File: src/include/wrs_pkg.sv
package wrs_pkg;

  // ****************************************
  // Timing
  // ****************************************
  localparam int CLK_FREQ_MHZ = 20;
  localparam int STRETCH_CYCLES = 4000;
  localparam int RELEASE_WAIT_CYCLES = 4000;
  localparam int CS_HOLDOFF_CYCLES = 16;
  localparam int CNT_W = 13;
  localparam logic [CNT_W-1:0] CNT_ZERO = 13'h0000;
  localparam logic [CNT_W-1:0] CNT_ONE = 13'h0001;

  // ****************************************
  // Pin groups
  // ****************************************
  typedef struct packed
  {
    logic [7:0] data_out;
    logic data_oe;
    logic [15:0] addr_out;
    logic addr_oe;
    logic mem_ctrl_en;
    logic first_sel_en;
  } wrs_bus_type;

  typedef enum logic [2:0]
  {
    ST_RUN = 3'b000,
    ST_STRETCH = 3'b001,
    ST_WAIT_REL = 3'b010,
    ST_HOLDOFF = 3'b011
  } wrs_state_type;

  typedef struct packed
  {
    logic sync1;
    logic sync2;
    wrs_state_type state;
    logic [CNT_W-1:0] cnt;
    logic line_drive;
    logic soft_rst;
    wrs_bus_type bus;
  } wrs_reg_type;

  localparam wrs_bus_type BUS_RESET = '{data_out: 8'h00, data_oe: 1'b0, addr_out: 16'h0000,
                                        addr_oe: 1'b1, mem_ctrl_en: 1'b0, first_sel_en: 1'b0};

endpackage

File: src/verilog/wrs_sequencer.sv
`timescale 1ns/100ps
module wrs_sequencer
  import wrs_pkg::*;
#(
  parameter int STRETCH = STRETCH_CYCLES,
  parameter int REL_WAIT = RELEASE_WAIT_CYCLES,
  parameter int HOLDOFF = CS_HOLDOFF_CYCLES
)
(
  input wire logic i_mclk,
  input wire logic i_rst_b,
  input wire logic i_warm_reset_line_n,
  input wire logic [7:0] i_periph_data_bus,
  input wire logic [15:0] i_cpu_addr,
  input wire logic [7:0] i_cpu_data,
  input wire logic i_cpu_data_oe,
  input wire logic i_cpu_mem_ctrl_n,
  input wire logic i_cpu_first_sel_n,
  output logic o_warm_reset_line_n,
  output logic o_warm_reset_line_oe,
  output logic [7:0] o_periph_data_bus,
  output logic o_periph_data_bus_oe,
  output logic [7:0] o_periph_data_in,
  output logic [15:0] o_periph_address_bus,
  output logic o_periph_address_bus_oe,
  output logic o_mem_ctrl_n,
  output logic o_first_periph_select_n,
  output logic o_soft_reset_exc,
  output logic o_in_warm_reset
);
  import wrs_pkg::*;

  localparam logic [CNT_W-1:0] STRETCH_LAST = CNT_W'(STRETCH - 1);
  localparam logic [CNT_W-1:0] REL_LAST = CNT_W'(REL_WAIT - 1);
  localparam logic [CNT_W-1:0] HOLD_LAST = CNT_W'(HOLDOFF - 1);

  wrs_reg_type r;
  wrs_reg_type next_r;
  logic line_low;

  // ****************************************
  // Sequencer
  // ****************************************
  // Only the second stage is read; own drive is masked so release is never missed
  assign line_low = ~r.sync2 & ~r.line_drive;

  always_comb
  begin
    next_r = r;
    next_r.sync1 = i_warm_reset_line_n;
    next_r.sync2 = r.sync1;
    next_r.soft_rst = 1'b0;
    next_r.bus.addr_out = i_cpu_addr;
    next_r.bus.addr_oe = 1'b1;
    next_r.bus.data_out = i_cpu_data;
    case (r.state)
      ST_RUN:
      begin
        next_r.bus.data_oe = i_cpu_data_oe;
        next_r.bus.mem_ctrl_en = 1'b1;
        next_r.bus.first_sel_en = 1'b1;
        if (~r.sync2)
        begin
          next_r.state = ST_STRETCH;
          next_r.cnt = CNT_ZERO;
          next_r.line_drive = 1'b1;
          next_r.bus.data_oe = 1'b0;
          next_r.bus.mem_ctrl_en = 1'b0;
          next_r.bus.first_sel_en = 1'b0;
        end
      end
      ST_STRETCH:
      begin
        next_r.cnt = r.cnt + CNT_ONE;
        if (r.cnt == STRETCH_LAST)
        begin
          next_r.line_drive = 1'b0;
          next_r.state = ST_WAIT_REL;
          next_r.cnt = CNT_ZERO;
        end
      end
      ST_WAIT_REL:
      begin
        // Release only counts once the wait window has passed
        // A line still held low after the window keeps the block waiting with no limit
        if (r.cnt != REL_LAST)
        begin
          next_r.cnt = r.cnt + CNT_ONE;
        end
        else if (r.sync2 && !line_low)
        begin
          next_r.state = ST_HOLDOFF;
          next_r.cnt = CNT_ZERO;
          next_r.bus.data_oe = i_cpu_data_oe;
          next_r.bus.mem_ctrl_en = 1'b1;
          next_r.soft_rst = 1'b1;
        end
      end
      ST_HOLDOFF:
      begin
        next_r.bus.data_oe = i_cpu_data_oe;
        next_r.cnt = r.cnt + CNT_ONE;
        if (r.cnt == HOLD_LAST)
        begin
          next_r.state = ST_RUN;
          next_r.bus.first_sel_en = 1'b1;
        end
        if (~r.sync2)
        begin
          next_r.state = ST_STRETCH;
          next_r.cnt = CNT_ZERO;
          next_r.line_drive = 1'b1;
          next_r.bus.data_oe = 1'b0;
          next_r.bus.mem_ctrl_en = 1'b0;
          next_r.bus.first_sel_en = 1'b0;
        end
      end
      default:
      begin
        next_r.state = ST_RUN;
      end
    endcase
  end

  always_ff @(posedge i_mclk)
  begin
    if (!i_rst_b)
    begin
      r.sync1 <= 1'b1;
      r.sync2 <= 1'b1;
      r.state <= ST_RUN;
      r.cnt <= CNT_ZERO;
      r.line_drive <= 1'b0;
      r.soft_rst <= 1'b0;
      r.bus <= BUS_RESET;
    end
    else
    begin
      r <= next_r;
    end
  end

  // ****************************************
  // Pins
  // ****************************************
  assign o_warm_reset_line_n = 1'b0;
  assign o_warm_reset_line_oe = r.line_drive;
  assign o_periph_data_bus = r.bus.data_out;
  assign o_periph_data_bus_oe = r.bus.data_oe;
  // Data pins are not timed to i_mclk, so they pass a two-stage chain as well
  wrs_sync #(
    .WIDTH($bits(i_periph_data_bus))
  ) u_data_sync (
    .i_mclk(i_mclk),
    .i_rst_b(i_rst_b),
    .i_async(i_periph_data_bus),
    .o_sync(o_periph_data_in)
  );
  assign o_periph_address_bus = r.bus.addr_out;
  assign o_periph_address_bus_oe = r.bus.addr_oe;
  assign o_mem_ctrl_n = i_cpu_mem_ctrl_n | ~r.bus.mem_ctrl_en;
  assign o_first_periph_select_n = i_cpu_first_sel_n | ~r.bus.first_sel_en;
  assign o_soft_reset_exc = r.soft_rst;
  assign o_in_warm_reset = (r.state != ST_RUN);

endmodule

// ****************************************
// Two-stage synchroniser
// ****************************************
// Only the second stage leaves the module; the first may go metastable
module wrs_sync
#(
  parameter int WIDTH = 8
)
(
  input wire logic i_mclk,
  input wire logic i_rst_b,
  input wire logic [WIDTH-1:0] i_async,
  output logic [WIDTH-1:0] o_sync
);
  import wrs_pkg::*;

  typedef struct packed
  {
    logic [WIDTH-1:0] stage1;
    logic [WIDTH-1:0] stage2;
  } wrs_sync_type;

  wrs_sync_type r;
  wrs_sync_type next_r;

  always_comb
  begin
    next_r = r;
    next_r.stage1 = i_async;
    next_r.stage2 = r.stage1;
  end

  always_ff @(posedge i_mclk)
  begin
    if (!i_rst_b)
    begin
      r <= '0;
    end
    else
    begin
      r <= next_r;
    end
  end

  assign o_sync = r.stage2;

endmodule

File: config.mk
export PLATFORM = sky130hd
export DESIGN_NAME = wrs_sequencer
export DESIGN_NICKNAME = d
export VERILOG_FILES = /design/src/include/wrs_pkg.sv /design/src/verilog/wrs_sequencer.sv
export SDC_FILE = /design/constraint.sdc
export NUM_CORES = 1
export LEC_CHECK = 0
export ABC_AREA = 0
export BUFFER_PORTS_ARGS = -buffer_cell sky130_fd_sc_hd__buf_2
export CORE_MARGIN = 4
export CORE_UTILIZATION = 55
export DETAILED_ROUTE_END_ITERATION = 12
export PLACE_DENSITY = 0.85
export REMOVE_ABC_BUFFERS = 1
export SYNTH_ARGS = -nofsm -noshare
export SYNTH_HDL_FRONTEND = slang
export SYNTH_HIERARCHICAL = 1
export SYNTH_SLANG_ARGS = --single-unit
File: constraint.sdc
create_clock -name i_mclk -period 4.23 [get_ports i_mclk]
set_input_delay 0.423 -clock i_mclk [delete_from_list [all_inputs] [get_ports i_mclk]]
set_output_delay 0.423 -clock i_mclk [all_outputs]
set_load 0.02 [all_outputs]
==> flow_summary.json <==
{
  "dr.max_layer_used": "met4",
  "start_kind": "flop",
  "antenna_found_initial": 0,
  "cp.required_ps": 4460,
  "drive_gt1_share_pct": 35.2,
  "status": "finished, final reports clean",
  "hp-class": "input pin to flop",
  "maxCapViolations": 0,
  "critPathBufInv": 1,
  "grt_max_degree": 57,
  "clock_sinks": 62,
  "peakVddDrop_v": 0.000427,
  "drtAntennaViolNets": 0,
  "grtUsageTotal_pct": 16.9,
  "num_vias": 1900,
  "hold_viol": 0,
  "met2WireLength_mm": 2.40,
  "yosysUniqueCellTypes": 47,
  "slowest_stage": "dfxtp_1",
  "dp_cells": 360,
  "end_kind": "flop",
  "grt_pass1_wl_mm": 7.80,
  "post_cts_buffers": 0,
  "ios": 78,
  "final_max_slew_viol_count": 0,
  "ys_seq_area_share_pct": 48.1,
  "wl_met3_um": 294,
  "yosysTopAreaCell": "dfxtp_1",
  "synth_top_family_by_area": "simple AND/OR/NAND/NOR gates",
  "clk_path_buf_depth": 2,
  "drc": 0,
  "synth_top_area_share_pct": 48.1,
  "rows": 24,
  "grt_pass1_vias": 1738,
  "cts_root_buf": "clkbuf_8",
  "netlist_area_sq_um": 2580,
  "multi_input_area_sq_um": 1060,
  "fin_tns_setup_ps": 0,
  "dp_hpwl_mm": 3.46,
  "finalSetupViolCount": 0,
  "die_width_um": 76.5,
  "io_buffers": 75,
  "finalNetCount": 362,
  "crit_fanout": 14,
  "netlist_instances": 270,
  "clk_pin_slew_ps": 70,
  "relSlewSlack_pct": 46.6,
  "synth_area_leaders": "dfxtp_1 (48%), buf_4 (7.6%), and2_1 (7.0%)",
  "detail_route.iter0.violations": 128,
  "min_from": "i_cpu_addr[12]",
  "nFillCells": 379,
  "area_growth_pct": 14.1,
  "gp_congestion": 0.825,
  "yosys_warnings": 6,
  "fin_crit_sh_pct": 50.8,
  "die_h_um": 76.5,
  "synth-xor-area-share_pct": 0.679,
  "drt_wl_total_mm": 4.92,
  "slowest_delay_ps": 390,
  "path_cells": "inv_1 > ha_1 > or2_2 > nand2_1 > o21ai_1 > and3_1 > a221o_1",
  "antenna_cells": 0,
  "overflow": 0,
  "synthAdderAreaFrac_pct": 2.42,
  "fp.dieArea_sq_um": 5850,
  "dr.pass1.iters": 4,
  "reg2reg_from": "r[43]",
  "worstPathArrival_ps": 2380,
  "syn-mean-instance-area_sq_um": 9.56,
  "synth_edf_count": 0,
  "cts-htree-levels": 3,
  "wl_per_cell_um": 13.1,
  "cts_tree": "yes",
  "synthMuxAreaShare_pct": 1.16,
  "rsz0062_at_grt": "false",
  "fin_util_pct": 66.2,
  "cp-startpoint": "r[43]",
  "stdcell_count": 376,
  "drt-met1-wl_mm": 2.08,
  "finClkSkew_ps": 8.92,
  "cts_made_buffers": 9,
  "synth_seq_cells": 62,
  "cts_resized": 0,
  "start_util_pct": 58.1,
  "async_flop_share_pct": 0,
  "critical_path_class": "flop to flop",
  "ctsHoldBuffers": 0,
  "synth_compound_gate_area_share_pct": 9.80,
  "power_per_cell_area_nw_per_um2": 528,
  "max_freq_mhz": 465,
  "register_area_sq_um": 1240,
  "synth-simple-area-share_pct": 26.8,
  "critPathTopFamily": "simple AND/OR/NAND/NOR gates",
  "worst_pin_slew_ps": 796,
  "layout_min_cycle_time_ps": 2150,
  "vias_per_cell": 5.05,
  "core_sq_um": 4440,
  "clkLatencyLatePin_ps": 340,
  "synthFlopType": "dfxtp_1",
  "p_leak_nw": 1.33
}
## state kept, by name (all words and copies together) (netlist names)
register,flops
r,18
o_periph_address_bus,16
o_periph_data_bus,8
u_data_sync/next_r,8
u_data_sync/o_sync,8
next_r,1
o_periph_data_bus_oe,1
o_soft_reset_exc,1
o_warm_reset_line_oe,1
## cells in the final DEF (no fill, tap or decap), types with 3 or more instances in the layout
cell         n
nand2b_1     7
nor3_1       4
nand4_1      3
and2_2      12
buf_2       75
ha_1         5
mux2i_1      3
clkinv_2     3
nand2_1     11
nor2b_1      4
a31oi_1      4
dfxtp_1     62
or3_1        3
clkinvlp_4   3
nor2_1      17
nand3_1     11
a22o_1       3
and2_1      29
a21oi_1      6
and3_1       5
inv_1        5
clkbuf_8    10
o21ai_0      6
## cell families (layout without fill, tap and decap cells)
| family | Yosys count | in the layout |
|---|---|---|
| flops | 62 | 62 |
| other cells | 2 | 2 |
| fa+ha+maj | 5 | 5 |
| buf+inv | 43 | 97 |
| xor+xnor | 2 | 2 |
| simple gates | 118 | 118 |
| compound gates | 35 | 35 |
| mux | 3 | 3 |
## final cells by class
type                    instances  area share [%]
clock buffers                  10            4.67
flip-flops and latches         62            42.2
well taps                      52            2.21
clock inverters                 6            1.27
multi-input cells             165            36.0
repair buffers                 76            13.0
inverters                       5           0.637
## worst register-to-register path: cells and delay by family (launching register included)
family | cells | cell delay [ps]
AND/OR/NAND/NOR | 3 | 740
AO/OA/AOI/OAI | 2 | 510
flip-flops | 1 | 390
adder cells (fa/ha/maj) | 1 | 310
buffers and inverters | 1 | 80
## synthesized netlist by cell type, drive strengths merged (2+ instances only)
cell    count
dfxtp      62
nor4        3
o21ai       7
and2       41
a22oi       2
inv         5
nor2b       4
a22o        3
a31oi       4
o31ai       2
or3         4
ha          5
and3        5
buf        31
nor3b       2
or2         2
a21oi       6
nand2b      7
conb        2
nand2      11
nand3      12
o221a       2
nor3        4
a221o       2
mux2i       3
clkbuf      7
nand4       3
nor2       17
## stage by stage
step | power (mW) | cell area, sq um | worst slack, ps | hold slack [ps]
floorplan | 0.993 | 2320 | 2330 | 386
global placement | 1.10 | 2770 | 2000 | 394
CTS | 1.56 | 2940 | 2080 | 269
detailed placement | 1.11 | 2770 | 1970 | 399
finish | 1.55 | 2940 | 2080 | 282
global route | 1.64 | 2940 | 1780 | 273
## power breakdown
part	total [mW]	internal (mW)	leakage (nW)	switching, mW
clock network	0.453	0.225	0.0841	0.229
logic	0.443	0.179	0.732	0.264
registers	0.657	0.631	0.512	0.0253
total	1.55	1.04	1.33	0.518
## metal layers
layer | vias up | global-route usage, %
met5 | - | 0
met4 | 0 | 10.3
met3 | 15 | 4.61
met2 | 66 | 28.6
met1 | 841 | 18.8
li1 | 978 | -
## path summary, 6_finish.rpt
kind	end	slack [ps]	cells after the start
setup reg to reg	r[35]	2080	7
hold / removal	o_periph_address_bus[12]	280	2
setup / recovery	r[35]	2080	7
hold reg to reg	r[46]	400	1
(Power assumes the default switching activity.)
